--- config.mk ---
export PLATFORM = sky130hd
export DESIGN_NAME = scpc_top
export DESIGN_NICKNAME = d
export VERILOG_FILES = /design/src/scpc_pkg.sv /design/src/scpc_top.sv
export SDC_FILE = /design/constraint.sdc
export NUM_CORES = 1
export LEC_CHECK = 0
export BUFFER_PORTS_ARGS = -buffer_cell sky130_fd_sc_hd__buf_4
export CAP_MARGIN = 5
export CORE_UTILIZATION = 61
export DETAILED_ROUTE_END_ITERATION = 10
export GPL_TIMING_DRIVEN = 0
export PLACE_DENSITY_LB_ADDON = 0.08
export SLEW_MARGIN = 15
export SYNTH_ARGS = -nofsm -noshare
export SYNTH_HDL_FRONTEND = slang
export SYNTH_SLANG_ARGS = --single-unit
--- constraint.sdc ---
create_clock -name core_clk_in -period 4.2 [get_ports core_clk_in]
set_input_delay 0 -clock core_clk_in [delete_from_list [all_inputs] [get_ports core_clk_in]]
set_output_delay 0 -clock core_clk_in [all_outputs]
set_load 0.02 [all_outputs]
--- src/scpc_pkg.sv ---
// package of constants and types for the system clock pll control block
// ----------------------------------------------------------------------
// Contract
// [RULE1] dac sampling clock comes from exactly one of three input paths.
// [RULE2] low-freq and crystal paths go through the multiplier pll; only direct bypasses.
// [RULE3] direct input can feed the pll via pre-divider of 1, 2, 4 or 8; code treats direct with pre-divider code 0 (ratio 1) as bypass.
// [RULE4] software keeps phase detector input below 150 mhz via pre-divider.
// [RULE5] software enables the doubler only for inputs below 125 mhz.
// [RULE6] feedback divider accepts any integer from 6 to 255.
// [RULE7] synthesized system clock targets 900 mhz to 1 ghz.
// [RULE8] one phase detector sample per comparison cycle, flagging edge alignment.
// [RULE9] control bit 2 at 0 keeps lock detector active, at 1 disables it.
// [RULE10] lock detector counts consecutive in-phase samples, declares lock at threshold.
// [RULE11] two-bit field selects 128, 256, 512 or 1024 samples, default 128.
// [RULE12] software zeroes stability timer whenever lock detector is disabled.
// [RULE13] control bit 6 picks automatic or manual charge pump current.
// [RULE14] automatic mode ignores manual current field bits 5 to 3.
// [RULE15] manual field gives 125 ua steps from 125 ua to 1 ma, default 500 ua.
// [RULE16] stability timer times out at once when zero, else counts from lock.
// [RULE17] an out-of-phase sample clears the run count and drops lock.
// ----------------------------------------------------------------------
package scpc_pkg;
  // register offsets
  localparam logic [11:0] SCPC_CTRL_OFF      = 12'h100;
  localparam logic [11:0] SCPC_FBDIV_OFF     = 12'h101;
  localparam logic [11:0] SCPC_PATH_OFF      = 12'h102;
  localparam logic [11:0] SCPC_TIMER_OFF     = 12'h106;
  localparam logic [11:0] SCPC_STATUS_OFF    = 12'h10C;
  localparam logic [11:0] SCPC_IRQ_STAT_OFF  = 12'h10D;
  localparam logic [11:0] SCPC_IRQ_MASK_OFF  = 12'h10E;
  // control field positions
  localparam int SCPC_LDIV_LSB   = 0;
  localparam int SCPC_LDDIS_BIT  = 2;
  localparam int SCPC_CPCUR_LSB  = 3;
  localparam int SCPC_CPMAN_BIT  = 6;
  localparam int SCPC_EXTLF_BIT  = 7;
  // path register field positions
  localparam int SCPC_PSEL_LSB   = 0;
  localparam int SCPC_MDIV_LSB   = 2;
  localparam int SCPC_DBL_BIT    = 4;
  // reset values and the feedback divider minimum
  // lock run 128, detector on, automatic pump, manual field code 3 = 500 ua
  localparam logic [7:0]  SCPC_CTRL_RST   = 8'h18;
  localparam logic [7:0]  SCPC_FBDIV_RST  = 8'h28;
  localparam logic [7:0]  SCPC_PATH_RST   = 8'h00;
  localparam logic [19:0] SCPC_TIMER_RST  = 20'h0000A;
  localparam logic [7:0]  SCPC_FB_MIN     = 8'h06;
  // timing: stability timer in ms at the 50 mhz core clock
  localparam int SCPC_CLK_MHZ     = 50;
  localparam int SCPC_MS_US       = 1000;
  localparam int SCPC_CYC_PER_MS  = SCPC_CLK_MHZ * SCPC_MS_US;
  // lock run lengths
  localparam logic [10:0] SCPC_RUN_128 = 11'h080;

  typedef enum logic [1:0] {
    SCPC_PATH_DIRECT = 2'b00,
    SCPC_PATH_LOWF   = 2'b01,
    SCPC_PATH_CRYSTAL_SYNTH_PATH   = 2'b10
  } scpc_path_t;

  typedef enum logic [1:0] {
    SCPC_TMR_IDLE = 2'b00,
    SCPC_TMR_RUN  = 2'b01,
    SCPC_TMR_DONE = 2'b10
  } scpc_tmr_t;

  typedef struct packed {
    scpc_path_t path;
    logic       pll_used;
    logic       doubler_en;
    logic [3:0] pre_div;
    logic [7:0] fb_div;
    logic [3:0] cp_current;
  } scpc_pll_cfg_t;
endpackage

--- src/scpc_top.sv ---
// system clock path selection, multiplier pll settings and lock detection
`timescale 1ns/1ps
`default_nettype none
module scpc_top (
  input  wire logic                   core_clk_in,
  input  wire logic                   arst_n_in,
  input  wire logic                   clk_en_in,
  input  wire logic [11:0]            reg_addr_in,
  input  wire logic [7:0]             reg_wdata_in,
  input  wire logic                   reg_wr_in,
  input  wire logic                   reg_rd_in,
  output logic      [7:0]             reg_rdata_out,
  input  wire logic                   pfd_sample_in,
  input  wire logic                   pfd_in_phase_in,
  output scpc_pkg::scpc_pll_cfg_t     pll_cfg_out,
  output logic                        pll_locked_out,
  output logic                        sysclk_stable_out,
  output logic                        irq_out
);

  // ----------------------------------------------------------------------
  // register file
  // ----------------------------------------------------------------------
  logic [7:0]  ctrl_q;
  logic [7:0]  fbdiv_q;
  logic [7:0]  path_q;
  logic [19:0] timer_q;
  logic [2:0]  irq_stat_q;
  logic [2:0]  irq_mask_q;
  logic [7:0]  rdata_q;

  wire ce      = clk_en_in;
  wire wr_ctrl = reg_wr_in && (reg_addr_in == scpc_pkg::SCPC_CTRL_OFF);
  wire wr_fb   = reg_wr_in && (reg_addr_in == scpc_pkg::SCPC_FBDIV_OFF);
  wire wr_path = reg_wr_in && (reg_addr_in == scpc_pkg::SCPC_PATH_OFF);
  wire wr_t0   = reg_wr_in && (reg_addr_in == scpc_pkg::SCPC_TIMER_OFF);
  wire wr_t1   = reg_wr_in && (reg_addr_in == scpc_pkg::SCPC_TIMER_OFF + 12'h001);
  wire wr_t2   = reg_wr_in && (reg_addr_in == scpc_pkg::SCPC_TIMER_OFF + 12'h002);
  wire wr_ist  = reg_wr_in && (reg_addr_in == scpc_pkg::SCPC_IRQ_STAT_OFF);
  wire wr_imsk = reg_wr_in && (reg_addr_in == scpc_pkg::SCPC_IRQ_MASK_OFF);

  // feedback divider below 6 is clamped so the loop never sees an illegal ratio
  wire [7:0] fb_wr_val = (reg_wdata_in < scpc_pkg::SCPC_FB_MIN) ?
                         scpc_pkg::SCPC_FB_MIN : reg_wdata_in; // RULE6

  // path code 11 is not a path; keep the last legal one instead
  wire       path_ok   = (reg_wdata_in[1:0] != 2'b11); // RULE1

  always_ff @(posedge core_clk_in or negedge arst_n_in) begin
    if (!arst_n_in) begin
      ctrl_q  <= scpc_pkg::SCPC_CTRL_RST;
      fbdiv_q <= scpc_pkg::SCPC_FBDIV_RST;
      path_q  <= scpc_pkg::SCPC_PATH_RST;
      timer_q <= scpc_pkg::SCPC_TIMER_RST;
      irq_mask_q <= 3'h0;
    end else if (ce) begin
      if (wr_ctrl) ctrl_q <= reg_wdata_in;
      if (wr_fb) fbdiv_q <= fb_wr_val;
      if (wr_path && path_ok) path_q <= {3'h0, reg_wdata_in[4:0]};
      if (wr_t0) timer_q[7:0] <= reg_wdata_in;
      if (wr_t1) timer_q[15:8] <= reg_wdata_in;
      if (wr_t2) timer_q[19:16] <= reg_wdata_in[3:0];
      if (wr_imsk) irq_mask_q <= reg_wdata_in[2:0];
    end
  end

  // ----------------------------------------------------------------------
  // path and pll configuration
  // ----------------------------------------------------------------------
  wire scpc_pkg::scpc_path_t path_sel = scpc_pkg::scpc_path_t'(path_q[1:0]);
  wire [1:0] mdiv_code = path_q[scpc_pkg::SCPC_MDIV_LSB +: 2];
  wire       dbl_bit   = path_q[scpc_pkg::SCPC_DBL_BIT];
  wire       pll_used  = (path_sel != scpc_pkg::SCPC_PATH_DIRECT) || (mdiv_code != 2'b00); // RULE2
  // doubler only belongs to the low-freq path; the 125 mhz limit is software's job
  wire       dbl_en    = dbl_bit && (path_sel == scpc_pkg::SCPC_PATH_LOWF); // RULE5
  // pre-divider ratio 1/2/4/8 as one-hot, used when the direct input feeds the pll
  wire [3:0] pre_div   = 4'h1 << mdiv_code; // RULE3
  wire       cp_manual = ctrl_q[scpc_pkg::SCPC_CPMAN_BIT];
  wire [2:0] cp_field  = ctrl_q[scpc_pkg::SCPC_CPCUR_LSB +: 3];
  // auto current: coarse bands on the feedback ratio, manual field unused
  wire [2:0] cp_auto   = (fbdiv_q < 8'h20) ? 3'h1 :
                         (fbdiv_q < 8'h40) ? 3'h3 :
                         (fbdiv_q < 8'h80) ? 3'h5 : 3'h7; // RULE14
  // code k selects (k+1) x 125 ua, so code 3 is 500 ua
  wire [2:0] cp_code   = cp_manual ? cp_field : cp_auto; // RULE13 RULE15

  scpc_pkg::scpc_pll_cfg_t cfg_q;
  always_ff @(posedge core_clk_in or negedge arst_n_in) begin
    if (!arst_n_in) begin
      cfg_q <= '0;
    end else if (ce) begin
      cfg_q.path       <= path_sel; // RULE1
      cfg_q.pll_used   <= pll_used; // RULE2 RULE7
      cfg_q.doubler_en <= dbl_en;
      cfg_q.pre_div    <= pre_div; // RULE4
      cfg_q.fb_div     <= fbdiv_q; // RULE6
      cfg_q.cp_current <= {1'b0, cp_code};
    end
  end
  assign pll_cfg_out = cfg_q;

  // ----------------------------------------------------------------------
  // lock detector
  // ----------------------------------------------------------------------
  logic [10:0] run_q;
  logic        lock_q;
  wire         ld_dis    = ctrl_q[scpc_pkg::SCPC_LDDIS_BIT]; // RULE9
  wire [10:0]  run_need  = scpc_pkg::SCPC_RUN_128 << ctrl_q[scpc_pkg::SCPC_LDIV_LSB +: 2]; // RULE11
  wire         samp      = pfd_sample_in && !ld_dis; // RULE8
  wire [10:0]  run_inc   = (run_q < run_need) ? run_q + 11'h001 : run_q;

  always_ff @(posedge core_clk_in or negedge arst_n_in) begin
    if (!arst_n_in) begin
      run_q  <= 11'h000;
      lock_q <= 1'b0;
    end else if (ce) begin
      if (ld_dis) begin
        run_q  <= 11'h000;
        lock_q <= 1'b0;
      end else if (samp && !pfd_in_phase_in) begin
        run_q  <= 11'h000; // RULE17
        lock_q <= 1'b0; // RULE17
      end else if (samp) begin
        run_q  <= run_inc; // RULE10
        lock_q <= (run_inc >= run_need); // RULE10
      end
    end
  end
  assign pll_locked_out = lock_q;

  // ----------------------------------------------------------------------
  // stability timer
  // ----------------------------------------------------------------------
  // disabled detector: timer starts at once, software is expected to have zeroed it
  wire         tmr_go  = ld_dis || lock_q || !pll_used; // RULE12
  scpc_pkg::scpc_tmr_t tst_q;
  logic [15:0] pre_q;
  logic [19:0] ms_q;
  logic        stable_q;
  wire         ms_tick = (pre_q == 16'(scpc_pkg::SCPC_CYC_PER_MS - 1));

  always_ff @(posedge core_clk_in or negedge arst_n_in) begin
    if (!arst_n_in) begin
      tst_q    <= scpc_pkg::SCPC_TMR_IDLE;
      pre_q    <= 16'h0000;
      ms_q     <= 20'h00000;
      stable_q <= 1'b0;
    end else if (ce) begin
      case (tst_q)
        scpc_pkg::SCPC_TMR_IDLE: begin
          pre_q <= 16'h0000;
          ms_q  <= 20'h00000;
          if (timer_q == 20'h00000) begin
            tst_q    <= scpc_pkg::SCPC_TMR_DONE; // RULE16
            stable_q <= 1'b1;
          end else if (tmr_go) begin
            tst_q <= scpc_pkg::SCPC_TMR_RUN; // RULE16
          end
        end
        scpc_pkg::SCPC_TMR_RUN: begin
          if (!tmr_go) begin
            tst_q <= scpc_pkg::SCPC_TMR_IDLE;
          end else if (ms_tick) begin
            pre_q <= 16'h0000;
            ms_q  <= ms_q + 20'h00001;
            if (ms_q + 20'h00001 >= timer_q) begin
              tst_q    <= scpc_pkg::SCPC_TMR_DONE;
              stable_q <= 1'b1;
            end
          end else begin
            pre_q <= pre_q + 16'h0001;
          end
        end
        scpc_pkg::SCPC_TMR_DONE: begin
          // losing lock restarts the wait; zero timer stays stable
          if (!tmr_go && timer_q != 20'h00000) begin
            tst_q    <= scpc_pkg::SCPC_TMR_IDLE;
            stable_q <= 1'b0;
          end
        end
        default: begin
          tst_q <= scpc_pkg::SCPC_TMR_IDLE;
        end
      endcase
    end
  end
  assign sysclk_stable_out = stable_q;

  // ----------------------------------------------------------------------
  // interrupts: bit0 lock gained, bit1 lock lost, bit2 stable
  // ----------------------------------------------------------------------
  logic lock_d1_q;
  logic stab_d1_q;
  wire [2:0] irq_ev = {stable_q & ~stab_d1_q, lock_d1_q & ~lock_q, lock_q & ~lock_d1_q};
  wire [2:0] irq_clr = wr_ist ? reg_wdata_in[2:0] : 3'h0;

  always_ff @(posedge core_clk_in or negedge arst_n_in) begin
    if (!arst_n_in) begin
      lock_d1_q  <= 1'b0;
      stab_d1_q  <= 1'b0;
      irq_stat_q <= 3'h0;
    end else if (ce) begin
      lock_d1_q  <= lock_q;
      stab_d1_q  <= stable_q;
      // a new event wins over a clear in the same cycle
      irq_stat_q <= (irq_stat_q & ~irq_clr) | irq_ev;
    end
  end
  assign irq_out = |(irq_stat_q & irq_mask_q);

  // ----------------------------------------------------------------------
  // read port: data in the cycle after the strobe
  // ----------------------------------------------------------------------
  wire [7:0] status_v = {5'h00, stable_q, lock_q, pll_used};
  wire [7:0] rd_mux =
    (reg_addr_in == scpc_pkg::SCPC_CTRL_OFF)             ? ctrl_q :
    (reg_addr_in == scpc_pkg::SCPC_FBDIV_OFF)            ? fbdiv_q :
    (reg_addr_in == scpc_pkg::SCPC_PATH_OFF)             ? path_q :
    (reg_addr_in == scpc_pkg::SCPC_TIMER_OFF)            ? timer_q[7:0] :
    (reg_addr_in == scpc_pkg::SCPC_TIMER_OFF + 12'h001)  ? timer_q[15:8] :
    (reg_addr_in == scpc_pkg::SCPC_TIMER_OFF + 12'h002)  ? {4'h0, timer_q[19:16]} :
    (reg_addr_in == scpc_pkg::SCPC_STATUS_OFF)           ? status_v :
    (reg_addr_in == scpc_pkg::SCPC_IRQ_STAT_OFF)         ? {5'h00, irq_stat_q} :
    (reg_addr_in == scpc_pkg::SCPC_IRQ_MASK_OFF)         ? {5'h00, irq_mask_q} : 8'h00;

  always_ff @(posedge core_clk_in or negedge arst_n_in) begin
    if (!arst_n_in) begin
      rdata_q <= 8'h00;
    end else if (ce) begin
      rdata_q <= reg_rd_in ? rd_mux : 8'h00;
    end
  end
  assign reg_rdata_out = rdata_q;

endmodule
`default_nettype wire

==> run_results.csv, run 1 <==
group,metric,value,unit
synth,syn-num-nets,793,
cts,post_cts_buffers,0,
power_and_ir_drop,leakagePower,3.89,nW
route,vias_per_cell,6.51,
synth,ys_ff_latch,127,
cts,htreeDepth,4,
route,wl_per_cell,20.4,um
route,dr.pass1.iters,9,
layout,diodes,0,
global_route,grt_overflow,0,
timing,fmax,278,MHz
critical_path,crit_buf_inv,0,
critical_path,required,4490,ps
cts,path_clk_slew,60,ps
timing,maxSlewViolCount,0,
power_and_ir_drop,p_clk_share,50.1,%
route,antenna_left,0,
critical_path,crit_slowest_cell,"nor3_1",
critical_path,cpPeakStageDelay,750,ps
synth,synth_area,7350,um2
die,die_area,12500,um2
die,num_io_pins,58,
route,wl,19600,um
synth,avgSynthCellArea,10.0,um2
synth,synth_edf_count,0,
place,pre_cts_slack,661,ps
critical_path,crit_path_end_kind,"flop",
layout,fin_nets,867,
die,core,11600,um2
layout,finalNonFillerCells,965,
cts,cts_tree,"built",
synth,ys_warn_count,0,
synth,netlist_instances,735,
place,port_buffers,48,
min_path,holdCritStartpoint,"reg_wdata_in[0]",
global_route,grt_start_max_net_pins,67,
global_route,top_usage_layer,"met2",
power_and_ir_drop,switching_power,754,uW
cts,insertion_delay,420,ps
global_route,antenna_found_initial,0,
critical_path,setup.worst_path.class,"flop to flop",
cts,cts-buffers-inserted,17,
timing,fin_ws,599,ps
synth,synth_ff_type,"dfrtp_1",
global_route,grt_pass1_wl,31800,um
critical_path,worst_path_most_repeated_cell,"ha_1",
global_route,grt_pass1_vias,6383,
cts,cts_buffer_depth,2,
synth,async_reset_ff_share,100,%
timing,fin_crit_sh,85.7,%
global_route,grt.met1_usage,41.3,%
timing,period_minus_slack,3600,ps
critical_path,cp_top_family,"simple AND/OR/NAND/NOR gates",
route,drtIter0Drc,523,
cts,cts.sinks,127,
timing,setup_viol,0,
status,violations,"DRC",
place,place_congestion,0.907,
route,vias,6279,
power_and_ir_drop,powerDensity,367,nW/um2
timing,skew,8.73,ps
timing,grt_setup_unrepaired,"false",
die,fp.dieW,112,um
power_and_ir_drop,vdd_drop_max,0.000270,V
global_route,met3_usage,6.64,%
die,start_util,63.5,%
timing,tns,0,ps
layout,area_delta_synth_final,17.4,%
job,drv_cap,0,
power_and_ir_drop,intPower,2.41,mW
synth,ys_seq_area_share,43.4,%
timing,max_slew_margin,38.0,%
layout,drive_above_1_share,19.8,%
status,status,"finished with violations",
route,drc,3,
power_and_ir_drop,p_sw_share,23.8,%
critical_path,crit_fanout,7,
die,rows,39,
timing,final-hold-violation-count,0,
global_route,use_met2,54.9,%
layout,final_core_util,74.6,%
cts,cts_resized,0,
critical_path,r2r_start,"ms_q[0]",
min_path,hold_class,"input pin to flop",
timing,tightest_slew,921,ps
power_and_ir_drop,pwr-share-comb,8.0,%
place,dp_cells,927,
cts,ctsHoldBuffers,6,
global_route,grt_use_total,32.9,%
critical_path,arrival,3890,ps
die,die_h,112,um
critical_path,cp-startpoint,"ms_q[0]",
synth,synthDistinctLibCells,83,
cts,cts-root-buf,"clkbuf_16",
critical_path,critPathLaunchType,"flop",
place,dp_hpwl,13500,um
power_and_ir_drop,p_seq_share,41.9,%
critical_path,path_cells,"ha_1 > nand3_1 > nor3_1 > nand4_1 > xnor2_1 > ha_1 > a21o_1 > a21oi_1 > and3_1 > a31oi_1 > o41a_1",
registers in the layout, indices dropped and copies added, names as in the netlist:
signal / count
path_q: 5
tst_q: 2
run_q: 11
stab_d1_q: 1
pre_q: 16
irq_stat_q: 3
sysclk_stable_out: 1
pll_cfg_out: 19
irq_mask_q: 3
pll_locked_out: 1
timer_q: 20
reg_rdata_out: 8
fbdiv_q: 8
lock_d1_q: 1
ms_q: 20
ctrl_q: 8
cell type report:
cell class,count,area (um2)
multi-input combinational,536,3880
sequential,127,3190
fill,841,2940
clock buffer,22,474
timing repair buffer,55,452
tap,143,179
clock inverter,10,159
buffer,33,148
inverter,39,146
logic make-up after synthesis:
logic type / share of synthesized area, %
AO/OA/AOI/OAI: 17.0
XOR/XNOR: 4.05
adder cells (fa/ha/maj): 5.28
buffers and inverters: 4.00
flip-flops: 43.4
multiplexers: 8.00
other: 0.0510
AND/OR/NAND/NOR: 18.3
layout by cell type (no fill, tap or decap), types with 5 or more instances in the layout:
| master | synthesis | layout |
|---|---|---|
| a21o_1 | 10 | 10 |
| a21oi_1 | 28 | 28 |
| a22o_1 | 14 | 14 |
| a31oi_1 | 8 | 8 |
| a32oi_1 | 5 | 5 |
| and3_1 | 9 | 9 |
| and4_1 | 5 | 5 |
| buf_4 | 3 | 50 |
| clkbuf_1 | 23 | 25 |
| clkbuf_16 | 0 | 17 |
| dfrtp_1 | 121 | 121 |
| dfstp_2 | 6 | 6 |
| dlygate4sd3_1 | 0 | 6 |
| ha_1 | 31 | 31 |
| inv_1 | 39 | 39 |
| mux2_2 | 36 | 36 |
| mux2_4 | 8 | 8 |
| nand2_1 | 55 | 55 |
| nand2b_1 | 7 | 7 |
| nand3_1 | 20 | 20 |
| nand4_1 | 19 | 19 |
| nor2_1 | 50 | 50 |
| nor2b_1 | 5 | 5 |
| nor3_1 | 20 | 20 |
| nor4_1 | 14 | 13 |
| o21ai_0 | 43 | 43 |
| o22ai_1 | 5 | 5 |
| o2bb2ai_1 | 9 | 9 |
| xnor2_1 | 18 | 18 |
| xor2_1 | 16 | 16 |
metal layers:
layer | routed length, um | part of all wire (%) | up-vias
li1 | - | - | 2876
met5 | 0 | 0 | -
met3 | 1180 | 6.0 | 44
met4 | 537 | 2.7 | 0
met2 | 9590 | 49 | 253
met1 | 8340 | 42 | 3106
metrics by stage:
stage          power (mW)  hold WS, ps  cell area [um2]
5_1_grt              3.26         49.8             8620
3_5_place_dp         1.59         15.8             7920
4_1_cts              3.17         34.9             8610
2_1_floorplan        1.48         -296             7350
3_3_place_gp         1.57          263             7890
6_report             3.16         73.1             8620
cells in the mapped netlist, types with 10 or more instances:
master | count | area (um2)
a22o_1 | 14 | 123
mux2_2 | 36 | 405
xnor2_1 | 18 | 158
nand3_1 | 20 | 100
clkbuf_1 | 23 | 86.3
dfrtp_1 | 121 | 3030
xor2_1 | 16 | 140
inv_1 | 39 | 146
ha_1 | 31 | 388
nor2_1 | 50 | 188
nand4_1 | 19 | 119
o21ai_0 | 43 | 215
a21oi_1 | 28 | 140
nor3_1 | 20 | 100
a21o_1 | 10 | 75.1
nand2_1 | 55 | 206
nor4_1 | 14 | 87.6
power by group through the flow:
stage | clock network (mW) | logic, mW | registers [mW]
finish | 1.58 | 0.253 | 1.33
global route | 1.65 | 0.276 | 1.33
CTS | 1.59 | 0.250 | 1.32
detailed placement | 0 | 0.242 | 1.35
global placement | 0 | 0.229 | 1.34
floorplan | 0 | 0.146 | 1.33
worst reg2reg max path, stage by stage, from the launching register on:
cell     delay (ps)
dfrtp_1         430
ha_1            260
nand3_1         150
nor3_1          750
nand4_1         320
xnor2_1         210
ha_1            310
a21o_1          200
a21oi_1         170
and3_1          180
a31oi_1         150
o41a_1          350
path summary, 6_finish.rpt:
path / endpoint / slack, ps / depth (start not counted)
setup / recovery: tst_q[1] / 600 / 11
max in group asynchronous: timer_q[3] / 3300 / 3
setup reg to reg: tst_q[1] / 600 / 11
hold / removal: timer_q[16] / 70 / 3
hold reg to reg: irq_stat_q[2] / 460 / 1
min in group asynchronous: run_q[6] / 140 / 2
No activity file was read; power rests on OpenSTA's default activity.
==> run 2: changes to the inputs <==
- BUFFER_PORTS_ARGS: -buffer_cell sky130_fd_sc_hd__buf_4 -> not set
- CAP_MARGIN: 5 -> not set
- CORE_UTILIZATION: 61 -> 64
- DONT_BUFFER_PORTS: not set -> 1
- SETUP_SLACK_MARGIN: not set -> 0.02
==> run 2 against run 1 <==
Against the previous run:
- register-to-register slack worse by 40 ps
- final cell count is 4.7% lower
- core utilization increased by 1.1 points
- the run ends with hold timing left
- highest routed layer unchanged
- critical endpoint unchanged
- via count decreased by 1.7%
==> run_results.csv, run 2 (synthesis gave the netlist of run 1 again) <==
group,metric,value,unit
timing,hold_ws,-28.7,ps
route,dr.pass1.iters,6,
route,antenna_left,0,
die,num_io_pins,58,
layout,final_core_util,75.7,%
die,die_h,109,um
place,place_congestion,0.921,
critical_path,r2r_start,"ms_q[0]",
critical_path,cp-startpoint,"ms_q[0]",
timing,final-hold-violation-count,2,
cts,cts-buffers-inserted,17,
critical_path,arrival,3950,ps
timing,fin_crit_sh,86.8,%
cts,cts_resized,0,
status,status,"finished with violations",
job,drv_cap,0,
global_route,grt_pass1_vias,6171,
global_route,grt_overflow,0,
cts,path_clk_slew,60,ps
status,violations,"hold timing",
timing,grt_setup_unrepaired,"false",
power_and_ir_drop,vdd_drop_max,0.000445,V
timing,fmax,274,MHz
route,vias_per_cell,6.71,
timing,skew,6.82,ps
layout,mostFrequentLayoutCells,"121 x dfrtp_1, 55 x nand2_1, 50 x nor2_1",
die,die_area,11900,um2
layout,area_delta_synth_final,13.7,%
cts,cts.sinks,127,
cts,cts-root-buf,"clkbuf_16",
route,drtIter0Drc,662,
power_and_ir_drop,leakagePower,3.68,nW
timing,tns,0,ps
critical_path,setup.worst_path.class,"flop to flop",
cts,insertion_delay,420,ps
timing,setup_viol,0,
layout,fin_nets,824,
global_route,antenna_found_initial,0,
cts,htreeDepth,4,
place,port_buffers,0,
route,wl_per_cell,20.9,um
global_route,grt_pass1_wl,30700,um
global_route,grt_start_max_net_pins,128,
route,wl,19200,um
critical_path,crit_fanout,7,
layout,fillers,741,
power_and_ir_drop,powerDensity,388,nW/um2
timing,period_minus_slack,3650,ps
place,postPlaceCellArea,7520,um2
route,drc,0,
die,fp.dieW,109,um
die,rows,38,
layout,fin_area,8350,um2
min_path,hold_class,"input pin to flop",
timing,maxSlewViolCount,0,
die,start_util,66.6,%
timing,tightest_slew,928,ps
critical_path,crit_path_end_kind,"flop",
timing,max_slew_margin,37.7,%
critical_path,required,4500,ps
critical_path,critPathLaunchType,"flop",
global_route,grt_use_total,34.5,%
layout,layout_commonest_cell,"dfrtp_1",
place,dp_hpwl,13200,um
cts,cts_buffer_depth,2,
cts,cts_tree,"built",
layout,drive_above_1_share,14.9,%
die,core,11000,um2
route,vias,6170,
min_path,holdCritStartpoint,"reg_addr_in[6]",
run 2: cell count changes in the layout (fill, tap and decap cells not counted), moves of 2 or more:
cell	before	now
buf_4	50	3
clkinv_2	3	1
clkbuf_8	3	5
dlygate4sd3_1	6	11
run 2: repair_timing:
item | 4_1_cts | 5_1_grt
endpoints found under the hold margin | 165 | 0
hold buffers | 12 | 0
buffers inserted | 0 | 0
run 2: area by class of cell:
class / instances / area (um2) / share of cell area [%]
clock buffer: 23 / 498 / 5.96
buffer: 33 / 148 / 1.77
multi-input combinational: 536 / 3880 / 46.5
antenna: 1 / 2.50 / 0.0300
timing repair buffer: 12 / 138 / 1.65
clock inverter: 9 / 178 / 2.13
sequential: 127 / 3190 / 38.1
tap: 140 / 175 / 2.10
inverter: 39 / 146 / 1.75
run 2: report_power, final:
part           internal (mW)  switching, mW
combinational         0.0897          0.141
clock                   1.13          0.545
sequential              1.27         0.0590
run 2: metal layers:
layer	up-vias	routed length [um]	GRT usage (%)
met3	44	1460	9.32
li1	2799	-	-
met2	272	9220	56.5
met4	0	515	14.5
met5	-	0	0
met1	3055	8010	43.1
run 2: path summary, 6_finish.rpt:
path / slack [ps] / end / cells after the start
worst max-delay path: 550 / tst_q[1] / 11
worst min-delay path: -30 / path_q[1] / 4
worst max register to register: 550 / tst_q[1] / 11
worst min register to register: 460 / irq_stat_q[2] / 1
max in group asynchronous: 3450 / ms_q[0] / 2
min in group asynchronous: 190 / pll_cfg_out[15] / 2
run 2: per-stage QoR:
step,total power [mW],cells,setup WS (ps)
2_1_floorplan,1.48,735,1160
3_3_place_gp,1.52,875,717
3_5_place_dp,1.53,875,658
4_1_cts,3.24,919,617
5_1_grt,3.33,919,277
6_report,3.24,920,555
run 2: worst max-delay path: stages (launching register included):
cell	delay, ps
dfrtp_1	450
ha_1	250
nand3_1	150
nor3_1	800
nand4_1	330
xnor2_1	250
ha_1	280
a21o_1	200
a21oi_1	170
and3_1	170
a31oi_1	140
o41a_1	330
